**src/col_turnaround_cfg.svh**
```systemverilog
// Constants for the column read/write turnaround scheduler.
`ifndef COL_TURNAROUND_CFG_SVH
`define COL_TURNAROUND_CFG_SVH

// ----------------------------------------------------------------------------
// Clocks
// ----------------------------------------------------------------------------
`define CLK_PERIOD_NS 10
`define REQ_CLK_PERIOD_NS 40
`define REQ_DIV (`REQ_CLK_PERIOD_NS / `CLK_PERIOD_NS)
`define REQ_DIV_W 4
`define REQ_HALF 4'h2
`define REQ_LAST 4'h3

// ----------------------------------------------------------------------------
// Widths and depths
// ----------------------------------------------------------------------------
`define DATA_W 16
`define REQ_W 12
`define ADDR_W 9
`define DEV_NUM 2
`define DEV_W 1
`define CNT_W 8
`define DLY_W 5
`define PIPE_DEPTH 32
`define FIFO_DEPTH 16

// ----------------------------------------------------------------------------
// Request packet fields
// ----------------------------------------------------------------------------
`define PKT_COL_BIT 11
`define PKT_WR_BIT 10
`define PKT_DEV_BIT 9
`define PKT_ADDR_LSB 0

// ----------------------------------------------------------------------------
// Reset and saturation values
// ----------------------------------------------------------------------------
`define SINCE_RST 8'hff
`define SINCE_MAX 8'hff

`endif

```
**src/col_turnaround_pkg.sv**
```systemverilog
// Types for the column read/write turnaround scheduler.
package col_turnaround_pkg;

  // ----------------------------------------------------------------------------
  // Type of the most recent column command
  // ----------------------------------------------------------------------------
  typedef enum logic [2:0] {
    col_none = 3'b001,
    col_rd = 3'b010,
    col_wr = 3'b100
  } col_type_e;

endpackage

```
**src/fifo_buf.sv**
```systemverilog
// Synchronous FIFO with valid and ready on both sides.
`timescale 1ns/1ps
module fifo_buf #(
  parameter int WIDTH = 16,
  parameter int DEPTH = 16
) (
  input wire logic clk,
  input wire logic resetn,
  input wire logic in_valid,
  output logic in_ready,
  input wire logic [WIDTH-1:0] in_data,
  output logic out_valid,
  input wire logic out_ready,
  output logic [WIDTH-1:0] out_data
);

  localparam int AW = $clog2(DEPTH);

  logic [WIDTH-1:0] mem [DEPTH];
  logic [AW-1:0] wr_ptr_ff;
  logic [AW-1:0] rd_ptr_ff;
  logic [AW:0] count_ff;
  logic push;
  logic pop;

  assign in_ready = (count_ff != (AW+1)'(DEPTH));
  assign out_valid = (count_ff != '0);
  assign out_data = mem[rd_ptr_ff];
  assign push = in_valid && in_ready;
  assign pop = out_valid && out_ready;

  always_ff @(posedge clk) begin
    if (push) begin
      mem[wr_ptr_ff] <= in_data;
    end
  end

  always_ff @(posedge clk or negedge resetn) begin
    if (!resetn) begin
      wr_ptr_ff <= '0;
      rd_ptr_ff <= '0;
    end else begin
      if (push) begin
        wr_ptr_ff <= wr_ptr_ff + 1'b1;
      end
      if (pop) begin
        rd_ptr_ff <= rd_ptr_ff + 1'b1;
      end
    end
  end

  always_ff @(posedge clk or negedge resetn) begin
    if (!resetn) begin
      count_ff <= '0;
    end else begin
      count_ff <= count_ff + (AW+1)'(push) - (AW+1)'(pop);
    end
  end
endmodule // fifo_buf

```
**src/col_turnaround_ctrl.sv**
```systemverilog
// Controller that schedules column commands and their data around turnarounds.
// Overview of operation
// - Write data leaves the write data delay plus request flight minus write data flight after its column write.
// - After a write, wait the write-to-read turnaround before any read.
// - Write-to-read spacing holds for any bank, same or different.
// - Write-to-read data gap follows from turnaround, read and write delays.
// - After a read, wait the read-to-write turnaround before any write.
// - Read-to-write spacing holds for any bank, same or different.
// - Read-to-write turnaround at least read minus write delay, plus cycle, bubble.
// - Equal request and data flight lets write data use the plain delay.
// - Unequal flight delays shift the write data launch to compensate.
// - Read data expected after read delay plus both flight delays.
// - Request flight delay and read latency are tracked per device.
// - Extra round-trip data flight adds to turnaround and bubble alike.
// - Device bubble equals controller bubble plus both data flight delays.
// - Column commands are spaced at least one column cycle apart.
`timescale 1ns/1ps
`include "col_turnaround_cfg.svh"
module col_turnaround_ctrl import col_turnaround_pkg::*; (
  input wire logic clk,
  input wire logic resetn,
  input wire logic [`CNT_W-1:0] cfg_col_cycle,
  input wire logic [`CNT_W-1:0] cfg_write_delay,
  input wire logic [`CNT_W-1:0] cfg_read_delay,
  input wire logic [`CNT_W-1:0] cfg_write_read_turn,
  input wire logic [`CNT_W-1:0] cfg_read_write_turn,
  input wire logic [`CNT_W-1:0] cfg_read_write_bubble,
  input wire logic [`DEV_NUM*`DLY_W-1:0] request_flight_delay,
  input wire logic [`DLY_W-1:0] write_data_flight_delay,
  input wire logic [`DLY_W-1:0] read_data_flight_delay,
  input wire logic cmd_valid,
  output logic cmd_ready,
  input wire logic cmd_write,
  input wire logic [`DEV_W-1:0] cmd_dev,
  input wire logic [`ADDR_W-1:0] cmd_addr,
  input wire logic wdata_valid,
  output logic wdata_ready,
  input wire logic [`DATA_W-1:0] wdata,
  output logic rdata_valid,
  output logic [`DATA_W-1:0] rdata,
  output logic [`REQ_W-1:0] request_pins,
  output logic request_clock_pair_p,
  output logic request_clock_pair_n,
  output logic [`DATA_W-1:0] data_pin_pairs_o,
  output logic [`DATA_W-1:0] data_pin_pairs_oe,
  input wire logic [`DATA_W-1:0] data_pin_pairs_i
);

  // ----------------------------------------------------------------------------
  // Request clock divider
  // ----------------------------------------------------------------------------
  logic [`REQ_DIV_W-1:0] div_ff;
  logic tick;
  logic clk_p_ff;
  logic clk_n_ff;

  assign tick = (div_ff == `REQ_LAST);
  assign request_clock_pair_p = clk_p_ff;
  assign request_clock_pair_n = clk_n_ff;

  always_ff @(posedge clk or negedge resetn) begin
    if (!resetn) begin
      div_ff <= '0;
    end else if (tick) begin
      div_ff <= '0;
    end else begin
      div_ff <= div_ff + 1'b1;
    end
  end

  always_ff @(posedge clk or negedge resetn) begin
    if (!resetn) begin
      clk_p_ff <= 1'b0;
      clk_n_ff <= 1'b1;
    end else begin
      clk_p_ff <= (div_ff == `REQ_LAST) || (div_ff < `REQ_HALF - 1'b1);
      clk_n_ff <= !((div_ff == `REQ_LAST) || (div_ff < `REQ_HALF - 1'b1));
    end
  end

  // ----------------------------------------------------------------------------
  // Write data buffer
  // ----------------------------------------------------------------------------
  logic wf_valid;
  logic wf_pop;
  logic [`DATA_W-1:0] wf_data;

  fifo_buf #(.WIDTH(`DATA_W), .DEPTH(`FIFO_DEPTH)) u_wfifo (
    .clk(clk),
    .resetn(resetn),
    .in_valid(wdata_valid),
    .in_ready(wdata_ready),
    .in_data(wdata),
    .out_valid(wf_valid),
    .out_ready(wf_pop),
    .out_data(wf_data)
  );

  // ----------------------------------------------------------------------------
  // Per-device delays
  // ----------------------------------------------------------------------------
  logic [`DLY_W-1:0] rq_flight;
  logic [9:0] wr_dly_raw;
  logic [9:0] rd_dly_raw;
  logic [9:0] drw_sum;
  logic [9:0] drw_min;
  logic [`DLY_W-1:0] wr_dly;
  logic [`DLY_W-1:0] rd_dly;
  logic [`CNT_W-1:0] drw_eff;

  assign rq_flight = request_flight_delay[cmd_dev*`DLY_W +: `DLY_W];
  assign wr_dly_raw = 10'(cfg_write_delay) + 10'(rq_flight) - 10'(write_data_flight_delay);
  assign rd_dly_raw = 10'(cfg_read_delay) + 10'(rq_flight) + 10'(read_data_flight_delay);
  assign drw_sum = 10'(cfg_read_delay) + 10'(cfg_col_cycle) + 10'(cfg_read_write_bubble)
                 + 10'(write_data_flight_delay) + 10'(read_data_flight_delay);
  assign drw_min = (drw_sum > 10'(cfg_write_delay)) ? drw_sum - 10'(cfg_write_delay) : 10'h000;

  always_comb begin
    wr_dly = `DLY_W'(wr_dly_raw);
    if (wr_dly_raw[9] || wr_dly_raw == 10'h000) begin
      wr_dly = `DLY_W'(1);
    end else if (wr_dly_raw > 10'(`PIPE_DEPTH)) begin
      wr_dly = `DLY_W'(`PIPE_DEPTH - 1);
    end
    rd_dly = `DLY_W'(rd_dly_raw);
    if (rd_dly_raw == 10'h000) begin
      rd_dly = `DLY_W'(1);
    end else if (rd_dly_raw > 10'(`PIPE_DEPTH)) begin
      rd_dly = `DLY_W'(`PIPE_DEPTH - 1);
    end
    drw_eff = cfg_read_write_turn;
    if (drw_min > 10'(cfg_read_write_turn)) begin
      drw_eff = (drw_min > 10'(`SINCE_MAX)) ? `SINCE_MAX : `CNT_W'(drw_min);
    end
  end

  // ----------------------------------------------------------------------------
  // Column command scheduler
  // ----------------------------------------------------------------------------
  col_type_e last_ff;
  logic [`CNT_W-1:0] since_ff;
  logic cc_ok;
  logic turn_ok;
  logic data_ok;
  logic issue;

  assign cc_ok = (since_ff >= cfg_col_cycle);
  always_comb begin
    turn_ok = 1'b1;
    if (cmd_write && last_ff == col_rd) begin
      turn_ok = (since_ff >= drw_eff);
    end else if (!cmd_write && last_ff == col_wr) begin
      turn_ok = (since_ff >= cfg_write_read_turn);
    end
  end
  assign data_ok = !cmd_write || wf_valid;
  assign cmd_ready = tick && cc_ok && turn_ok && data_ok;
  assign issue = cmd_valid && cmd_ready;
  assign wf_pop = issue && cmd_write;

  always_ff @(posedge clk or negedge resetn) begin
    if (!resetn) begin
      last_ff <= col_none;
    end else if (issue) begin
      case (cmd_write)
        1'b1: last_ff <= col_wr;
        1'b0: last_ff <= col_rd;
        default: last_ff <= col_none;
      endcase
    end
  end

  always_ff @(posedge clk or negedge resetn) begin
    if (!resetn) begin
      since_ff <= `SINCE_RST;
    end else if (issue) begin
      since_ff <= `CNT_W'(1);
    end else if (tick && since_ff != `SINCE_MAX) begin
      since_ff <= since_ff + 1'b1;
    end
  end

  // ----------------------------------------------------------------------------
  // Request packet
  // ----------------------------------------------------------------------------
  logic [`REQ_W-1:0] req_ff;
  assign request_pins = req_ff;

  always_ff @(posedge clk or negedge resetn) begin
    if (!resetn) begin
      req_ff <= '0;
    end else if (issue) begin
      req_ff <= '0;
      req_ff[`PKT_COL_BIT] <= 1'b1;
      req_ff[`PKT_WR_BIT] <= cmd_write;
      req_ff[`PKT_DEV_BIT] <= cmd_dev;
      req_ff[`PKT_ADDR_LSB +: `ADDR_W] <= cmd_addr;
    end else if (tick) begin
      req_ff <= '0;
    end
  end

  // ----------------------------------------------------------------------------
  // Launch and capture delay lines
  // ----------------------------------------------------------------------------
  logic [`PIPE_DEPTH-1:0] wr_pipe_ff;
  logic [`PIPE_DEPTH-1:0] rd_pipe_ff;
  logic [`DATA_W-1:0] dat_pipe_ff [`PIPE_DEPTH];

  genvar gi;
  generate
    for (gi = 0; gi < `PIPE_DEPTH; gi++) begin : g_pipe
      logic wr_up;
      logic rd_up;
      logic [`DATA_W-1:0] dat_up;
      if (gi == `PIPE_DEPTH - 1) begin : g_top
        assign wr_up = 1'b0;
        assign rd_up = 1'b0;
        assign dat_up = '0;
      end else begin : g_mid
        assign wr_up = wr_pipe_ff[gi+1];
        assign rd_up = rd_pipe_ff[gi+1];
        assign dat_up = dat_pipe_ff[gi+1];
      end
      always_ff @(posedge clk or negedge resetn) begin
        if (!resetn) begin
          wr_pipe_ff[gi] <= 1'b0;
          rd_pipe_ff[gi] <= 1'b0;
          dat_pipe_ff[gi] <= '0;
        end else if (tick) begin
          wr_pipe_ff[gi] <= wr_up || (wf_pop && wr_dly == `DLY_W'(gi + 1));
          rd_pipe_ff[gi] <= rd_up || (issue && !cmd_write && rd_dly == `DLY_W'(gi + 1));
          dat_pipe_ff[gi] <= (wf_pop && wr_dly == `DLY_W'(gi + 1)) ? wf_data : dat_up;
        end
      end
    end
  endgenerate

  // ----------------------------------------------------------------------------
  // Data pin drive
  // ----------------------------------------------------------------------------
  logic [`DATA_W-1:0] dq_o_ff;
  logic dq_oe_ff;
  logic [`CNT_W-1:0] drive_ff;

  assign data_pin_pairs_o = dq_o_ff;
  assign data_pin_pairs_oe = {`DATA_W{dq_oe_ff}};

  always_ff @(posedge clk or negedge resetn) begin
    if (!resetn) begin
      dq_o_ff <= '0;
      dq_oe_ff <= 1'b0;
      drive_ff <= '0;
    end else if (tick && wr_pipe_ff[0]) begin
      dq_o_ff <= dat_pipe_ff[0];
      dq_oe_ff <= 1'b1;
      drive_ff <= cfg_col_cycle;
    end else if (tick && drive_ff > `CNT_W'(1)) begin
      drive_ff <= drive_ff - 1'b1;
    end else if (tick) begin
      dq_oe_ff <= 1'b0;
      drive_ff <= '0;
    end
  end

  // ----------------------------------------------------------------------------
  // Read data capture
  // ----------------------------------------------------------------------------
  logic [`DATA_W-1:0] dq_s1_ff;
  logic [`DATA_W-1:0] dq_s2_ff;
  logic rvalid_ff;
  logic [`DATA_W-1:0] rdata_ff;

  assign rdata_valid = rvalid_ff;
  assign rdata = rdata_ff;

  always_ff @(posedge clk or negedge resetn) begin
    if (!resetn) begin
      dq_s1_ff <= '0;
      dq_s2_ff <= '0;
    end else begin
      dq_s1_ff <= data_pin_pairs_i;
      dq_s2_ff <= dq_s1_ff;
    end
  end

  always_ff @(posedge clk or negedge resetn) begin
    if (!resetn) begin
      rvalid_ff <= 1'b0;
      rdata_ff <= '0;
    end else begin
      rvalid_ff <= tick && rd_pipe_ff[0];
      if (tick && rd_pipe_ff[0]) begin
        rdata_ff <= dq_s2_ff;
      end
    end
  end
endmodule // col_turnaround_ctrl

```
**config.mk**
```make
export PLATFORM = sky130hd
export DESIGN_NAME = col_turnaround_ctrl
export DESIGN_NICKNAME = d
export VERILOG_FILES = /design/src/col_turnaround_pkg.sv /design/src/fifo_buf.sv /design/src/col_turnaround_ctrl.sv
export VERILOG_INCLUDE_DIRS = /design/src
export SDC_FILE = /design/constraint.sdc
export NUM_CORES = 2
export LEC_CHECK = 0
export BUFFER_PORTS_ARGS = -buffer_cell sky130_fd_sc_hd__buf_2
export CAP_MARGIN = 20
export CORE_ASPECT_RATIO = 0.75
export CORE_MARGIN = 4
export CORE_UTILIZATION = 40
export DETAILED_ROUTE_END_ITERATION = 10
export GPL_ROUTABILITY_DRIVEN = 0
export PLACE_DENSITY = 0.61
export RECOVER_POWER = 50
export SYNTH_ARGS = -nofsm -noshare
export SYNTH_HDL_FRONTEND = slang
export SYNTH_HIERARCHICAL = 1
export SYNTH_SLANG_ARGS = --single-unit
export TNS_END_PERCENT = 10
```
**constraint.sdc**
```tcl
create_clock -name clk -period 10.3 [get_ports clk]
set_input_delay 0.515 -clock clk [delete_from_list [all_inputs] [get_ports clk]]
set_output_delay 0.515 -clock clk [all_outputs]
set_load 0.02 [all_outputs]
```
### Word level (Yosys, flattened, before mapping)

Memory sizes are Yosys's and may differ from the RTL's.
Index checks and enable logic that the tools add are counted.

* register bits after elaboration: 692
* RAM bits: 256
* input port bits: 115
* output and inout bits: 65
* word-level logic and storage cells: 420
* memories: 1

Memory list
* u_wfifo.mem: depth 16, width 16, rd ports 1, clocked after memory_dff 0, write ports 1, RTL line fifo_buf.sv:19 `logic [WIDTH-1:0] mem [DEPTH];`

* add/subtract/negate cells: 16
* multipliers: 1
* $lt $le $gt $ge: 10
* equal/unequal tests: 68
* shifts and indexed selects: 1
* multiplexer cells: 55
* bitwise logic cells: 1
* reduce and logical (&&, ||, !) cells: 155

Operators by type and width (number)
* 2-to-1 mux 16 bit: 32
* == test 5 bit (second input constant): 32
* == test 5 x 4 -> 1 bit (second input constant): 16
* logical AND 1 bit: 78
* logical OR 1 bit: 65
* 2-to-1 mux 8 bit: 7
* == test 5 x 3 -> 1 bit (second input constant): 8
* >= comparator 8 bit: 3
* 2-to-1 mux 12 bit: 2
* adder 10 x 5 -> 10 bit: 2
* == test 5 x 2 -> 1 bit (second input constant): 4
* greater-than comparator 10 x 6 -> 1 bit (second input constant): 2
* greater-than comparator 10 x 8 -> 1 bit: 2
* zero test 10 bit: 2
* 2-to-1 mux 5 bit: 4
* adder 8 x 5 -> 9 bit: 2
* adder 4 x 1 -> 4 bit (second input constant): 3
* adder 9 x 5 -> 10 bit: 1
* adder 9 x 8 -> 10 bit: 1
* == test 5 x 1 -> 1 bit (second input constant): 2
* greater-than comparator 10 x 8 -> 1 bit (second input constant): 1
* zero test 5 bit: 2
* 2-to-1 mux 10 bit: 1
* variable part select 10 x 5 -> 5 bit: 1
* other kinds (25): 34

### Logic depth before layout (Yosys ltp)

* depth in word-level cells: 17
* gate-level depth with buffers: 51
* mapped depth without buffers: 46

### Cells and area by module

The synthesis kept the hierarchy.

By module, submodules not included
* col_turnaround_ctrl: times used 1, cells each 3377, area an instance 34109.0 sq um, sequential area each 17003.8 sq um
* fifo_buf: times used 1, cells each 551, area an instance 10628.9 sq um, sequential area each 8012.7 sq um

### Worst setup path before layout

OpenSTA, ideal clock, no wires.

* kind: in2reg
* from: input port cfg_col_cycle[1]
* to: register u_wfifo.count_ff[4]
* setup time: 0.080 ns
* arrival time: 9.923 ns
* data required time: 10.220 ns
* setup slack: 0.297 ns
* stages on the path: 49
* buffers on the path: 5
* cells stage by stage: inv_1 fa_1 fa_1 fa_1 inv_1 ha_1 fa_1 a211oi_1 nor2_1 o21a_1 nor2_1 xnor2_1 ha_1 nand2_1 o21ai_0 a21oi_1 o2bb2a_1 clkbuf_1 (+13 left out) a2111oi_0 nor3_1 o2111a_1 nand2_1 inv_1 buf_2 buf_1 and2_4 buf_6 ha_1 inv_1 ha_1 inv_1 fa_1 inv_1 a21oi_1 o21bai_1 xnor2_1

* cells in the longest elaborated chain, start to end: 17
* elaborated cells on any way between the ends: 21
* classes of those cells: add/sub (6); order compare (5); mux (4); reduce/logical (6)

RTL lines
* start: declaration: RTL line col_turnaround_ctrl.sv:22 `` input wire logic [`CNT_W-1:0] cfg_col_cycle, ``
* adder 8 x 8 -> 9 bit: RTL line col_turnaround_ctrl.sv:114 `assign drw_sum = 10'(cfg_read_delay) + 10'(cfg_col_cycle) + 10'(cfg_read_write_bubble)`
* adder 9 x 8 -> 10 bit: RTL line col_turnaround_ctrl.sv:114
* adder 10 x 5 -> 10 bit (2 in a row): RTL line col_turnaround_ctrl.sv:115 `+ 10'(write_data_flight_delay) + 10'(read_data_flight_delay);`
* subtractor 10 x 8 -> 10 bit / greater-than comparator 10 x 8 -> 1 bit (equally long branches): RTL line col_turnaround_ctrl.sv:116 `assign drw_min = (drw_sum > 10'(cfg_write_delay)) ? drw_sum - 10'(cfg_write_delay) : 10'h000;`
* 2-to-1 mux 10 bit: RTL line col_turnaround_ctrl.sv:116
* greater-than comparator 10 x 8 -> 1 bit: RTL line col_turnaround_ctrl.sv:133 `` drw_eff = (drw_min > 10'(`SINCE_MAX)) ? `SINCE_MAX : `CNT_W'(drw_min); ``
* 2-to-1 mux 8 bit: RTL line col_turnaround_ctrl.sv:133
* 2-to-1 mux 8 bit: RTL line col_turnaround_ctrl.sv:132 `if (drw_min > 10'(cfg_read_write_turn)) begin`
* >= comparator 8 bit: RTL line col_turnaround_ctrl.sv:151 `turn_ok = (since_ff >= drw_eff);`
* 2-to-1 mux 1 bit: RTL line col_turnaround_ctrl.sv:150 `if (cmd_write && last_ff == col_rd) begin`
* logical AND 1 bit (*) (2 in a row): RTL line col_turnaround_ctrl.sv:157 `assign cmd_ready = tick && cc_ok && turn_ok && data_ok;`
* logical AND 1 bit (*): RTL line col_turnaround_ctrl.sv:158 `assign issue = cmd_valid && cmd_ready;`
* logical AND 1 bit (*): RTL line col_turnaround_ctrl.sv:159 `assign wf_pop = issue && cmd_write;`
* named net wf_pop: RTL line col_turnaround_ctrl.sv:85 `logic wf_pop;`
* logical AND 1 bit (*): RTL line fifo_buf.sv:30 `assign pop = out_valid && out_ready;`
* named net u_wfifo.pop: RTL line fifo_buf.sv:24 `logic pop;`
* subtractor 5 x 1 -> 5 bit (*): RTL line fifo_buf.sv:56 `count_ff <= count_ff + (AW+1)'(push) - (AW+1)'(pop);`
* end signal: assignment: RTL line fifo_buf.sv:56
* end: declaration: RTL line fifo_buf.sv:22 `logic [AW:0] count_ff;`

The timed path passes the listed nets; every way through them passes the cells marked *.
A chain may end at the register's enable or synchronous reset.

### Worst setup path in the final report

* from: input port cfg_col_cycle[1]
* to: register u_wfifo.count_ff[4]

* cells in the longest elaborated chain, start to end: 17
* elaborated cells on any way between the ends: 21
* classes of those cells: add/sub (6); order compare (5); mux (4); reduce/logical (6)

RTL lines (RTL line)
* adder 8 x 8 -> 9 bit: col_turnaround_ctrl.sv:114
* adder 9 x 8 -> 10 bit: col_turnaround_ctrl.sv:114
* adder 10 x 5 -> 10 bit (2 in a row): col_turnaround_ctrl.sv:115
* subtractor 10 x 8 -> 10 bit / greater-than comparator 10 x 8 -> 1 bit (equally long branches): col_turnaround_ctrl.sv:116
* 2-to-1 mux 10 bit: col_turnaround_ctrl.sv:116
* greater-than comparator 10 x 8 -> 1 bit: col_turnaround_ctrl.sv:133
* 2-to-1 mux 8 bit: col_turnaround_ctrl.sv:133
* 2-to-1 mux 8 bit: col_turnaround_ctrl.sv:132
* >= comparator 8 bit: col_turnaround_ctrl.sv:151
* 2-to-1 mux 1 bit: col_turnaround_ctrl.sv:150
* logical AND 1 bit (*) (2 in a row): col_turnaround_ctrl.sv:157
* logical AND 1 bit (*): col_turnaround_ctrl.sv:158
* logical AND 1 bit (*): col_turnaround_ctrl.sv:159
* logical AND 1 bit (*): fifo_buf.sv:30
* subtractor 5 x 1 -> 5 bit (*): fifo_buf.sv:56

Every way passes the cells marked *; elsewhere a longest branch is shown, timed or not.

==> results.md <==
* Outcome: finished with violations
* Worst Setup Path Type: primary input to flip-flop
* Share of the synthesized area in the top cell type at 38.1%
* Number of max-cap violations at 5
* CORE AREA at between 100000 and 150000 um^2
* Final Power at 10.7 mW
* Cell area after layout at 50000 um^2
* Synth Flop Type: dfrtp_1
* Total GRT Usage at 18.9%
* #FFs+latches synth at 948
* Final setup vio count at 0
* Layout cell share with drive strength beyond 1 at a little under an eighth
* Die Area at roughly 120000 um^2
* Post-synth EDFFs at 256
* Period Utilization, post-route at 92.7%
* DRC violations left at 0
* Vias in the first global route at about 30000
* Num CTS Buffers at 92
* Mapped Avg Cell Area at 11.4 um^2
* Power per Cell Area at 215 nW/um^2
* CTS max path bufs at 3
* Leakage at 21.4 nW
* Cell Area, Synth at between 40000 and 50000 um^2
* Reg clk slew, reported paths at 0.06 ns
* Setup_tns at 0 ns
* Switching power total at between 3 and 4 mW
* CP endpoint kind: flip-flop
* # IOs at 180
* Crit start category: primary input
* Final-report max-slew violation count at approximately 340
* Overflow after GRT at 0
* First-pass GRT wire length at between 150000 and 200000 um
* CTS tree: yes
* Max frequency at between 0.1 and 0.15 GHz
* Data required time of the worst path at 10.89 ns
* Syn Inst Count at about 4000
* Hold_ws at 0.0660 ns
* HPWL Detailed at a little under 70000 um
* Worst Path Max Fanout at 9
* Clk_lat worst skew at 0.70 ns
* Ranking of synthesized cells by area: dfrtp_1 38%, edfxtp_1 17%, mux2i_1 12%
* CP max stage delay at 0.56 ns
* Antenna Nets Post-Route at 0
* Most frequent cells in the layout: 681 x dfrtp_1, 535 x mux2i_1, 409 x nand2_1
* Drt initial violations at ~2300
* Yosys warns at 6
* Most common cell after layout, fill and taps aside: dfrtp_1
* Vias per std cell at roughly 5.5
* DR vias at between 30000 and 40000
* CTS sink cnt at about 950
* Net Sw Frac at 33.1%
* Int Power at 7.18 mW
* Distinct cell type count after synthesis at around 90
* Per-cell routed wire length at 20.3 um
* Max_slew headroom at -249%
* Total setup buffers inserted after CTS at 0
* Sequential share of power at 40.2%
* Initial DRT Pass Iterations at 5
* H-tree Lvls at 3
* Largest net degree at the start of global routing at approximately 290
* Final-layout fill cell count at 10200
* Cell taking the most area after synthesis: dfrtp_1
* Port bufs at roughly 180
* Die Height at 298 um
* Least-Margin Pin Slew at roughly 5.2 ns
* Layout Skew at 0.0354 ns
* Cell row count at roughly 110
* Minimum clock period at 9.55 ns
* Hold Fails Final Rpt at 0
* Failing checks: capacitance limit, slew limit
* Gate power share at 26.8%
* DIE WIDTH at ~390 um
* CTS Root Cell: clkbuf_16
* Post-synthesis to final-layout area growth at 11.7%
* Net Count, Synth at 4160
* HP Class: primary input to flip-flop
* Clock power frac at 33.1%
* Starting Density at 40.6%
* Ys async rst share at 73.0%
* Nets@finish at 4215
* Crit path DAT at ~10 ns
* Sequential-to-total area share from yosys stat at 55.9%
* Worst path slowest cell: fa_1
* Placed cell area at about 47000 um^2
* Max VDD drop at 0.182 mV
* Initial antenna violation count at 4
* Drt total wl at 112000 um
[sequential cells by signal (all words and copies together) (netlist names), 31 cells and up]
name and flops:
g_pipe.dat_up 496, g_pipe.rd_up 31, g_pipe.wr_up 31, u_wfifo/mem 256
[routing by layer]
layer	GRT usage (%)	part of all wire, %	vias to the layer above
met4	3.92	1.8	0
met5	0	0	-
met3	3.39	5.9	132
met1	29.6	50	15000
met2	27.2	42	756
li1	-	-	14100
[cells in the mapped netlist, types with 29 or more instances]
master / number
dfrtp_1: 682
edfxtp_1: 256
o21ai_1: 72
nand3_1: 54
mux4_2: 32
inv_1: 123
nand4_1: 29
clkbuf_1: 210
nor2_1: 261
ha_1: 87
buf_2: 50
a22o_1: 43
fa_1: 30
mux2i_1: 535
buf_4: 37
mux2_2: 33
o21ai_0: 316
nand2_1: 413
a21oi_1: 187
nor3_1: 40
a221oi_1: 50
[cells by family after synthesis]
kind of cell	synth area share, %
flip-flops	55.9
AND/OR/NAND/NOR	9.16
AO/OA/AOI/OAI	11.5
multiplexers	14.4
buffers and inverters	4.63
adder cells (fa/ha/maj)	3.78
XOR/XNOR	0.607
[power by group through the flow]
| stage | clock network [mW] | registers (mW) | logic [mW] |
|---|---|---|---|
| 2_1_floorplan | 0 | 4.29 | 2.00 |
| 3_3_place_gp | 0 | 4.37 | 2.80 |
| 3_5_place_dp | 0 | 4.38 | 2.83 |
| 4_1_cts | 3.62 | 4.31 | 2.85 |
| 5_1_grt | 3.78 | 4.34 | 3.18 |
| 6_report | 3.55 | 4.31 | 2.87 |
[path summary, 6_finish.rpt]
| path | from | to | slack, ns | cells after the start |
|---|---|---|---|---|
| setup / recovery | cfg_col_cycle[1] | u_wfifo/count_ff[4] | 0.75 | 44 |
| hold / removal | cmd_addr[6] | request_pins[6] | 0.07 | 2 |
| setup reg to reg | div_ff[2] | dat_pipe_ff[502] | 3.70 | 5 |
| hold reg to reg | dq_s1_ff[11] | dq_s2_ff[11] | 0.34 | 0 |
| max in group asynchronous | resetn | g_pipe[22].dat_up[12] | 2.02 | 4 |
| min in group asynchronous | resetn | drive_ff[5] | 2.28 | 2 |
[timing repair]
item / 4_1_cts / 5_1_grt
gates resized for setup: 0 / 4
endpoints found under the setup margin: 0 / 15
hold buffers: 17 / 0
endpoints found under the hold margin: 97 / 0
[worst max-delay path, delay by kind of cell]
family,cells,cell delay (ns)
adder cells (fa/ha/maj),11,3.84
buffers and inverters,7,0.53
multiplexers,1,0.50
AND/OR/NAND/NOR,10,1.62
AO/OA/AOI/OAI,13,2.94
XOR/XNOR,2,0.21
[through the flow]
stage | util, % | cells | worst slack, ns
finish | 45.3 | 5504 | 0.751
global route | 45.3 | 5504 | -0.00223
CTS | 45.5 | 5501 | 0.679
detailed placement | 42.4 | 5314 | 0.0110
global placement | 42.4 | 5314 | 0.147
floorplan | - | 3928 | 0.297
[cell type report]
cell class,instances,area (um^2),share of cell area [%]
clock inverters,50,637,1.27
diodes,1,2.50,0.00501
inverters,124,465,0.932
multi-input cells,2522,17700,35.5
flip-flops and latches,948,25000,50.1
well taps,1444,1810,3.62
repair buffers,295,1720,3.44
clock buffers,120,2570,5.14
(Power assumes the default switching activity.)
